--- config.mk ---
export PLATFORM = sky130hd
export DESIGN_NAME = sample_timing_offset_trim_regs
export DESIGN_NICKNAME = d
export VERILOG_FILES = /design/src/trim_select.v /design/src/sample_timing_offset_trim_regs.v
export VERILOG_INCLUDE_DIRS = /design/src
export SDC_FILE = /design/constraint.sdc
export NUM_CORES = 1
export LEC_CHECK = 0
export BUFFER_PORTS_ARGS = -buffer_cell sky130_fd_sc_hd__buf_2
export CORE_MARGIN = 3
export CORE_UTILIZATION = 56
export DETAILED_ROUTE_END_ITERATION = 8
export PLACE_DENSITY = 0.93
export SETUP_SLACK_MARGIN = 0.2
export SYNTH_ARGS = -nofsm -noshare
export SYNTH_HDL_FRONTEND = slang
export SYNTH_SLANG_ARGS = --single-unit
--- constraint.sdc ---
create_clock -name pclk -period 3.4 [get_ports pclk]
set_input_delay 0.68 -clock pclk [delete_from_list [all_inputs] [get_ports pclk]]
set_output_delay 0.68 -clock pclk [all_outputs]
set_load 0.02 [all_outputs]
--- src/trim_defines.vh ---
// Register indices, field layouts, reset values for the trim register bank
`ifndef TRIM_DEFINES_VH
`define TRIM_DEFINES_VH

// ==========================================================================
// Register indices (byte address is four times the index)
`define IDX_CORE_A_DUAL_TIMING 10'h310
`define IDX_CORE_B_DUAL_TIMING 10'h313
`define IDX_CORE_A_SINGLE_INA_TIMING 10'h314
`define IDX_CORE_B_SINGLE_INA_TIMING 10'h315
`define IDX_CORE_A_SINGLE_INB_TIMING 10'h31a
`define IDX_CORE_B_SINGLE_INB_TIMING 10'h31b
`define IDX_CORE_A_DUAL_INA_OFFSET 10'h344
`define IDX_TRIM_CTRL 10'h300
`define IDX_TRIM_STATUS 10'h301

// ==========================================================================
// Widths and fields
`define TIMING_W 8
`define OFFSET_REG_W 16
`define OFFSET_W 12
`define OFFSET_MSB 11
`define CTRL_SINGLE_BIT 0
`define CTRL_INB_BIT 1
`define CTRL_FGCAL_BIT 2
`define CTRL_RELOAD_BIT 3
`define STAT_LOADED_BIT 0
`define STAT_CORE_A_APPLY_BIT 1
`define STAT_CORE_B_APPLY_BIT 2
`define STAT_OFFSET_APPLY_BIT 3

// ==========================================================================
// Reset values
`define TIMING_RESET 8'h00
`define OFFSET_RESET 16'h0000
`define CTRL_RESET 3'h0

`endif

--- src/trim_select.v ---
// Per-core selection of the timing trim that matches the operating mode
`timescale 1ns/1ps
module trim_select #(
  parameter WIDTH = 8,
  parameter DUAL_NEEDS_FGCAL = 0
) (
  input wire single_mode,
  input wire sample_inb,
  input wire fgcal_en,
  input wire [WIDTH-1:0] dual_trim,
  input wire [WIDTH-1:0] single_ina_trim,
  input wire [WIDTH-1:0] single_inb_trim,
  output reg [WIDTH-1:0] trim,
  output reg apply
);

  // ========================================================================
  // Selection
  // Unused modes yield zero, so a stale register never leaks to the core
  always @* begin
    trim = {WIDTH{1'b0}};
    apply = 1'b0;
    if (!single_mode) begin
      if (fgcal_en || (DUAL_NEEDS_FGCAL == 0)) begin
        trim = dual_trim;
        apply = 1'b1;
      end
    end else if (fgcal_en) begin
      if (sample_inb) begin
        trim = single_inb_trim;
      end else begin
        trim = single_ina_trim;
      end
      apply = 1'b1;
    end
  end

endmodule // trim_select

--- src/sample_timing_offset_trim_regs.v ---
// APB register bank of sampling-instant trims for two cores and an offset trim for core A
//
// Contract
// - Each timing trim register holds eight bits shifting its core's sampling.
// - Only the trim matching core, channel mode and input is applied.
// - After initialization every trim holds its fuse-loaded factory value.
// - Software reads back and overwrites trims; reads return held value.
// - Index 0x310 trims core A sampling in dual channel mode.
// - Index 0x313 trims core B in dual mode with calibration enabled.
// - Index 0x314 trims core A, single mode, calibration, input A.
// - Index 0x315 trims core B, single mode, calibration, input A.
// - Index 0x31A trims core A, single mode, calibration, input B.
// - Index 0x31B trims core B, single mode, calibration, input B.
// - Index 0x344 twelve-bit offset for core A, dual, input A, calibration.
`timescale 1ns/1ps
`include "trim_defines.vh"

module sample_timing_offset_trim_regs (
  input wire pclk,
  input wire presetn,
  input wire psel,
  input wire penable,
  input wire pwrite,
  input wire [11:0] paddr,
  input wire [31:0] pwdata,
  input wire [3:0] pstrb,
  output reg [31:0] prdata,
  output reg pready,
  output reg pslverr,
  input wire fuse_ready,
  input wire [7:0] fuse_core_a_dual_timing,
  input wire [7:0] fuse_core_b_dual_timing,
  input wire [7:0] fuse_core_a_single_ina_timing,
  input wire [7:0] fuse_core_b_single_ina_timing,
  input wire [7:0] fuse_core_a_single_inb_timing,
  input wire [7:0] fuse_core_b_single_inb_timing,
  input wire [15:0] fuse_core_a_dual_ina_offset,
  output reg [7:0] core_a_timing,
  output reg core_a_timing_apply,
  output reg [7:0] core_b_timing,
  output reg core_b_timing_apply,
  output reg [11:0] core_a_offset,
  output reg core_a_offset_apply,
  output reg trims_loaded
);

  // ========================================================================
  // Load sequencer states
  localparam [1:0] ST_WAIT_FUSE = 2'h0;
  localparam [1:0] ST_LOAD = 2'h1;
  localparam [1:0] ST_RUN = 2'h2;

  reg [1:0] state;
  reg [1:0] next_state;

  // ========================================================================
  // Register storage
  reg [7:0] core_a_dual_timing_trim;
  reg [7:0] core_b_dual_timing_trim;
  reg [7:0] core_a_single_ina_timing_trim;
  reg [7:0] core_b_single_ina_timing_trim;
  reg [7:0] core_a_single_inb_timing_trim;
  reg [7:0] core_b_single_inb_timing_trim;
  reg [15:0] core_a_dual_ina_offset_trim;
  reg single_mode;
  reg sample_inb;
  reg fgcal_en;

  // ========================================================================
  // Bus decode
  wire [9:0] reg_index;
  wire access_phase;
  wire wr_commit;
  wire rd_sample;
  wire load_now;
  wire reload_req;
  wire hit_a_dual;
  wire hit_b_dual;
  wire hit_a_sina;
  wire hit_b_sina;
  wire hit_a_sinb;
  wire hit_b_sinb;
  wire hit_offset;
  wire hit_ctrl;
  wire hit_status;
  wire mapped;
  wire running;

  assign reg_index = paddr[11:2];
  assign access_phase = psel && penable;
  // Writes land only at the edge where pready is seen high
  assign wr_commit = access_phase && pready && pwrite && !pslverr;
  assign rd_sample = access_phase && !pready && (state == ST_RUN);
  assign load_now = (state == ST_LOAD);
  // Leaving run for a reload drops every apply at once, so stale trims
  // never stand beside a low trims_loaded while fuses are refetched
  assign running = (state == ST_RUN) && (next_state == ST_RUN);

  assign hit_a_dual = (reg_index == `IDX_CORE_A_DUAL_TIMING);
  assign hit_b_dual = (reg_index == `IDX_CORE_B_DUAL_TIMING);
  assign hit_a_sina = (reg_index == `IDX_CORE_A_SINGLE_INA_TIMING);
  assign hit_b_sina = (reg_index == `IDX_CORE_B_SINGLE_INA_TIMING);
  assign hit_a_sinb = (reg_index == `IDX_CORE_A_SINGLE_INB_TIMING);
  assign hit_b_sinb = (reg_index == `IDX_CORE_B_SINGLE_INB_TIMING);
  assign hit_offset = (reg_index == `IDX_CORE_A_DUAL_INA_OFFSET);
  assign hit_ctrl = (reg_index == `IDX_TRIM_CTRL);
  assign hit_status = (reg_index == `IDX_TRIM_STATUS);
  assign mapped = hit_a_dual || hit_b_dual || hit_a_sina || hit_b_sina ||
                  hit_a_sinb || hit_b_sinb || hit_offset || hit_ctrl ||
                  hit_status;
  assign reload_req = wr_commit && hit_ctrl && pstrb[0] &&
                      pwdata[`CTRL_RELOAD_BIT];

  // ========================================================================
  // Load sequencer
  // Fuse values are caught in ST_LOAD, the clock after fuse_ready is seen, never by reset
  always @* begin
    next_state = state;
    case (state)
      ST_WAIT_FUSE: begin
        if (fuse_ready) begin
          next_state = ST_LOAD;
        end
      end
      ST_LOAD: begin
        next_state = ST_RUN;
      end
      ST_RUN: begin
        if (reload_req) begin
          next_state = ST_WAIT_FUSE;
        end
      end
      default: begin
        next_state = ST_WAIT_FUSE;
      end
    endcase
  end

  always @(posedge pclk or negedge presetn) begin
    if (!presetn) begin
      state <= ST_WAIT_FUSE;
    end else begin
      state <= next_state;
    end
  end

  // ========================================================================
  // APB handshake
  // One wait state; transfers stall until fuse values are in place
  always @(posedge pclk or negedge presetn) begin
    if (!presetn) begin
      pready <= 1'b0;
      pslverr <= 1'b0;
    end else if (access_phase && !pready && (state == ST_RUN)) begin
      pready <= 1'b1;
      pslverr <= !mapped;
    end else begin
      pready <= 1'b0;
      pslverr <= 1'b0;
    end
  end

  // ========================================================================
  // Read data
  always @(posedge pclk or negedge presetn) begin
    if (!presetn) begin
      prdata <= 32'h00000000;
    end else if (rd_sample && !pwrite) begin
      prdata <= 32'h00000000;
      if (hit_a_dual) begin
        prdata[7:0] <= core_a_dual_timing_trim;
      end
      if (hit_b_dual) begin
        prdata[7:0] <= core_b_dual_timing_trim;
      end
      if (hit_a_sina) begin
        prdata[7:0] <= core_a_single_ina_timing_trim;
      end
      if (hit_b_sina) begin
        prdata[7:0] <= core_b_single_ina_timing_trim;
      end
      if (hit_a_sinb) begin
        prdata[7:0] <= core_a_single_inb_timing_trim;
      end
      if (hit_b_sinb) begin
        prdata[7:0] <= core_b_single_inb_timing_trim;
      end
      if (hit_offset) begin
        prdata[15:0] <= core_a_dual_ina_offset_trim;
      end
      if (hit_ctrl) begin
        prdata[2:0] <= {fgcal_en, sample_inb, single_mode};
      end
      if (hit_status) begin
        prdata[3:0] <= {core_a_offset_apply, core_b_timing_apply,
                        core_a_timing_apply, trims_loaded};
      end
    end else if (!psel) begin
      prdata <= 32'h00000000;
    end
  end

  // ========================================================================
  // Timing trim registers
  // Fuse load overrides any bus write in the same cycle
  always @(posedge pclk or negedge presetn) begin
    if (!presetn) begin
      core_a_dual_timing_trim <= `TIMING_RESET;
      core_b_dual_timing_trim <= `TIMING_RESET;
      core_a_single_ina_timing_trim <= `TIMING_RESET;
      core_b_single_ina_timing_trim <= `TIMING_RESET;
      core_a_single_inb_timing_trim <= `TIMING_RESET;
      core_b_single_inb_timing_trim <= `TIMING_RESET;
    end else if (load_now) begin
      core_a_dual_timing_trim <= fuse_core_a_dual_timing;
      core_b_dual_timing_trim <= fuse_core_b_dual_timing;
      core_a_single_ina_timing_trim <= fuse_core_a_single_ina_timing;
      core_b_single_ina_timing_trim <= fuse_core_b_single_ina_timing;
      core_a_single_inb_timing_trim <= fuse_core_a_single_inb_timing;
      core_b_single_inb_timing_trim <= fuse_core_b_single_inb_timing;
    end else if (wr_commit && pstrb[0]) begin
      if (hit_a_dual) begin
        core_a_dual_timing_trim <= pwdata[7:0];
      end
      if (hit_b_dual) begin
        core_b_dual_timing_trim <= pwdata[7:0];
      end
      if (hit_a_sina) begin
        core_a_single_ina_timing_trim <= pwdata[7:0];
      end
      if (hit_b_sina) begin
        core_b_single_ina_timing_trim <= pwdata[7:0];
      end
      if (hit_a_sinb) begin
        core_a_single_inb_timing_trim <= pwdata[7:0];
      end
      if (hit_b_sinb) begin
        core_b_single_inb_timing_trim <= pwdata[7:0];
      end
    end
  end

  // ========================================================================
  // Offset trim register
  // Reserved upper bits are writable storage but never reach the core
  always @(posedge pclk or negedge presetn) begin
    if (!presetn) begin
      core_a_dual_ina_offset_trim <= `OFFSET_RESET;
    end else if (load_now) begin
      core_a_dual_ina_offset_trim <= fuse_core_a_dual_ina_offset;
    end else if (wr_commit && hit_offset) begin
      if (pstrb[0]) begin
        core_a_dual_ina_offset_trim[7:0] <= pwdata[7:0];
      end
      if (pstrb[1]) begin
        core_a_dual_ina_offset_trim[15:8] <= pwdata[15:8];
      end
    end
  end

  // ========================================================================
  // Mode control
  always @(posedge pclk or negedge presetn) begin
    if (!presetn) begin
      {fgcal_en, sample_inb, single_mode} <= `CTRL_RESET;
    end else if (wr_commit && hit_ctrl && pstrb[0]) begin
      single_mode <= pwdata[`CTRL_SINGLE_BIT];
      sample_inb <= pwdata[`CTRL_INB_BIT];
      fgcal_en <= pwdata[`CTRL_FGCAL_BIT];
    end
  end

  // ========================================================================
  // Trim selection per core
  wire [7:0] sel_a_timing;
  wire [7:0] sel_b_timing;
  wire sel_a_apply;
  wire sel_b_apply;
  wire offset_sel;

  trim_select #(
    .WIDTH(`TIMING_W),
    .DUAL_NEEDS_FGCAL(0)
  ) u_core_a_select (
    .single_mode(single_mode),
    .sample_inb(sample_inb),
    .fgcal_en(fgcal_en),
    .dual_trim(core_a_dual_timing_trim),
    .single_ina_trim(core_a_single_ina_timing_trim),
    .single_inb_trim(core_a_single_inb_timing_trim),
    .trim(sel_a_timing),
    .apply(sel_a_apply)
  );

  trim_select #(
    .WIDTH(`TIMING_W),
    .DUAL_NEEDS_FGCAL(1)
  ) u_core_b_select (
    .single_mode(single_mode),
    .sample_inb(sample_inb),
    .fgcal_en(fgcal_en),
    .dual_trim(core_b_dual_timing_trim),
    .single_ina_trim(core_b_single_ina_timing_trim),
    .single_inb_trim(core_b_single_inb_timing_trim),
    .trim(sel_b_timing),
    .apply(sel_b_apply)
  );

  // In dual mode core A sees input B only when swapped by sample_inb
  assign offset_sel = !single_mode && !sample_inb && fgcal_en;

  // ========================================================================
  // Registered core outputs
  // Outputs follow one cycle after a write, mode change or fuse load
  always @(posedge pclk or negedge presetn) begin
    if (!presetn) begin
      core_a_timing <= `TIMING_RESET;
      core_a_timing_apply <= 1'b0;
      core_b_timing <= `TIMING_RESET;
      core_b_timing_apply <= 1'b0;
      core_a_offset <= 12'h000;
      core_a_offset_apply <= 1'b0;
      trims_loaded <= 1'b0;
    end else begin
      // Nothing is applied before the factory values are in place
      core_a_timing <= running ? sel_a_timing : 8'h00;
      core_a_timing_apply <= sel_a_apply && running;
      core_b_timing <= running ? sel_b_timing : 8'h00;
      core_b_timing_apply <= sel_b_apply && running;
      if (offset_sel && running) begin
        core_a_offset <= core_a_dual_ina_offset_trim[`OFFSET_MSB:0];
      end else begin
        core_a_offset <= 12'h000;
      end
      core_a_offset_apply <= offset_sel && running;
      trims_loaded <= (next_state == ST_RUN);
    end
  end

endmodule // sample_timing_offset_trim_regs

==> impl_results.md <==
* Tot Pwr at 5.35 mW
* Synthesized instance count at a little over 600
* # setup viols final at 0
* Worst flop-to-flop path endpoint: core_a_offset[8]$_DFF_PN0_
* R2r setup slk at approximately 0.83 ns
* Kind of critical path: register to register
* Pint at 3.50 mW
* Chip width at ~110 µm
* Via count at approximately 5500
* CTS tree: yes
* Final max-slew violation count at 0
* Sequential Power Share at approximately two fifths
* Seq/Total Area, Yosys at 48.7%
* Max Root-Sink Buffers at 2
* Total wire length at roughly 19 mm
* Slowest CP cell: nor3_1
* GRT Resource Usage Total at 30.9%
* Kind of end point of the critical path: register
* Unique cell type count in the Yosys netlist at 59
* Fillcell total at 755
* Clock power share at between 30% and 40%
* Critical Path RT at 3.87 ns
* Initial core utilization at ~60%
* Post-synthesis cell area at between 6000 and 7000 µm²
* Postcts setup bufs at 0
* Worst EP arrival at about 3 ns
* Die area at roughly 12000 µm²
* Status: complete, no violations
* Buf+Inv Stages, Crit Path at 0
* Drt first pass iters at 6
* Design area at 7500 µm²
* GPL Wtd Cong at roughly 0.94
* CTS sink count at 119
* Hold crit path type: input port to async pin
* Crit path largest cell delay at roughly 0.87 ns
* Critical path origin: pready$_DFF_PN0_
* Vias in the first global route at approximately 5600
* Post-CTS sizing at 0
* Min Tclk post-route at about 2.6 ns
* Total gr overflow at 0
* CP Launch Type: register
* Post-DP Area at approximately 6900 µm²
* Area growth syn-to-layout at 22.6%
* Power Density at around 710 nW/µm²
* RSZ-0062 raised after global routing: no
* Relative slew slack at around 15%
* Top Ports at roughly 180
* Antenna-violating nets left at 0
* Chip height at about 110 µm
* Yosys warns at 0
* Syn avg cell area at 10.1 µm²
* Multi-input logic area at 2870 µm²
* Global-route wire length before repair at 29.6 mm
* Yosys top cell area share at between 40% and 50%
* DP HPWL at between 10 and 15 mm
* Max frequency at a little under 0.4 GHz
* Clock Latency Late Sink at roughly 0.53 ns
* Largest net degree at the start of global routing at about 100
* Sw frac at about 35%
* Worst Setup EP: core_a_offset[8]$_DFF_PN0_
* R2R Path Start: pready$_DFF_PN0_
* Sequential Area at ~3000 µm²
* Share of cells above drive strength 1 at 28.3%
* Combinational share of power at 24.5%
* Layout Nets at 858
* Cell family with most CP delay: simple AND/OR/NAND/NOR gates
* Worst-path clk slew at 0.06 ns
* DR WL/cell at 21.0 µm
* Seq cells post-synth at roughly 120
* Fin Setup TNS at 0 ns
* Fin crit share at about 76%
* Initial antenna violation count at 0
* DR vias/cell at approximately 6.2
* Largest cells by area after synthesis: dfrtp_1, mux2i_1, o21ai_0
* CTS Buf Count at 17
* Core area at 10500 µm²
* Post-synth EDFFs at 0
* Skew final at 0.00594 ns
* CP max FO at 12
* Sw Pwr at approximately 1.9 mW
* Area leader, netlist: dfrtp_1
* Stages on worst setup path at 5
* Iter 0 DRT Violations at roughly 520
* Htree depth at 4
* Maximum vdd drop at between 400 and 500 µV
* Max-Cap Viols at 0
* Antenna Cells at 0
* FFs w/ async S/R, synth at between 90% and 100%
* Slew @ Worst Pin at approximately 1.3 ns
* Ys flop type: dfrtp_1
* Root Buffer: clkbuf_8
* # rows at 37
* Final core utilization at 71.7%
* Number of port buffers at 147
* DRC viols at 0
* Fin. Hold Viols at 0
* Pleak at 3.84 nW
* Critical path cell sequence: and3b_1 -> and4_1 -> a311o_1 -> nor3_1 -> and2_1
* Reg2reg path depth at 5
* # hold bufs at CTS at 0
## cells in the mapped netlist (5+ instances only)
cell       count
buf_2          7
o21ai_1       10
a22oi_1        9
o21a_1         5
mux2i_1       84
nand3_1       13
and2_1        12
mux2_2         5
o21ai_0       68
a22o_1         8
nor2_1        20
o22ai_1        6
inv_1          8
buf_4         16
a211oi_1       9
a21oi_1       14
a31oi_1        6
dfrtp_1      119
nand2b_1       7
clkbuf_1      31
nand2_1       75
o2bb2ai_1      9
## sequential cells by signal, indices dropped and copies added (netlist names)
register / flops
sample_inb: 1
core_a_single_inb_timing_trim: 8
core_a_timing: 8
core_a_dual_ina_offset_trim: 16
pslverr: 1
prdata: 16
core_b_timing_apply: 1
core_a_timing_apply: 1
pready: 1
core_a_offset_apply: 1
core_b_single_ina_timing_trim: 8
core_b_dual_timing_trim: 8
core_b_single_inb_timing_trim: 8
fgcal_en: 1
core_a_single_ina_timing_trim: 8
core_a_offset: 12
state: 2
core_b_timing: 8
core_a_dual_timing_trim: 8
trims_loaded: 1
single_mode: 1
## per-layer routing
layer | GRT usage (%) | vias to the layer above | share of wire, %
met3 | 7.01 | 79 | 8.2
met1 | 38.4 | 2635 | 38
met2 | 50.4 | 344 | 49
met5 | 0 | - | 0
met4 | 15.9 | 0 | 4.8
li1 | - | 2428 | -
## how the worst min path moves through the flow
stage                     depth (start not counted)  slack (ns)                from                                      endpoint
after CTS                                         1        0.22             presetn  core_a_single_inb_timing_trim[4]$_DFFE_PN0P_
after detailed placement                          1        0.45  state[0]$_DFF_PN0_                            state[0]$_DFF_PN0_
after global routing                              1        0.24             presetn                    core_a_timing[4]$_DFF_PN0_
after global placement                            1        0.44  state[0]$_DFF_PN0_                            state[0]$_DFF_PN0_
after floorplan                                   0        0.38             presetn    core_a_dual_ina_offset_trim[0]$_DFFE_PN0P_
final                                             1        0.20             presetn                    core_a_timing[4]$_DFF_PN0_
## cell usage in the layout (no fill, tap or decap), types with 4 or more instances in the layout
| cell | Yosys | routed |
|---|---|---|
| clkbuf_16 | 0 | 16 |
| a21oi_1 | 14 | 14 |
| clkinv_4 | 0 | 4 |
| nor2_1 | 20 | 20 |
| a211oi_1 | 9 | 9 |
| mux2_2 | 5 | 5 |
| conb_1 | 1 | 16 |
| nor3_1 | 4 | 4 |
| o21a_1 | 5 | 5 |
| mux2i_1 | 84 | 84 |
| o21ai_0 | 68 | 68 |
| o21ai_1 | 10 | 10 |
| nand2b_1 | 7 | 7 |
| buf_4 | 16 | 13 |
| a22o_1 | 8 | 8 |
| nor4_1 | 4 | 4 |
| o2bb2ai_1 | 9 | 9 |
| inv_1 | 8 | 8 |
| buf_2 | 7 | 146 |
| a31oi_1 | 6 | 6 |
| and2_1 | 12 | 12 |
| o22ai_1 | 6 | 6 |
| nand3_1 | 13 | 13 |
| a22oi_1 | 9 | 9 |
| nand2_1 | 75 | 75 |
| dfrtp_1 | 119 | 119 |
## stage by stage
step	worst slack, ns	cells	hold WS, ns
floorplan	1.11	619	0.384
global placement	0.603	857	0.437
detailed placement	0.498	857	0.451
CTS	0.872	889	0.223
global route	0.651	889	0.239
finish	0.831	889	0.196
## kinds of logic (layout without fill, tap and decap cells)
kind of cell | Yosys count | after routing | share of synthesized area, %
and+or+nand+nor | 173 | 173 | 15.4
DFF | 119 | 119 | 48.7
buffers and inverters | 66 | 200 | 5.42
AOI/OAI and AO/OA | 156 | 156 | 15.8
muxes | 89 | 89 | 14.7
other | 1 | 16 | 0.0613
## layout make-up
class | count | share of cell area (%)
Tap cell | 136 | 2.27
Clock buffer | 18 | 5.71
Timing Repair Buffer | 160 | 11.3
Inverter | 8 | 0.400
Sequential cell | 119 | 39.7
Clock inverter | 14 | 2.34
Multi-Input combinational cell | 434 | 38.3
## power groups by stage
stage	Sequential, mW	Clock (mW)	Combinational, mW
after floorplan	2.20	0	0.792
after global placement	2.20	0	1.22
after detailed placement	2.23	0	1.28
after CTS	2.21	1.84	1.31
after global routing	2.26	1.89	1.45
final	2.22	1.82	1.31
No activity file was read; power rests on OpenSTA's default activity.
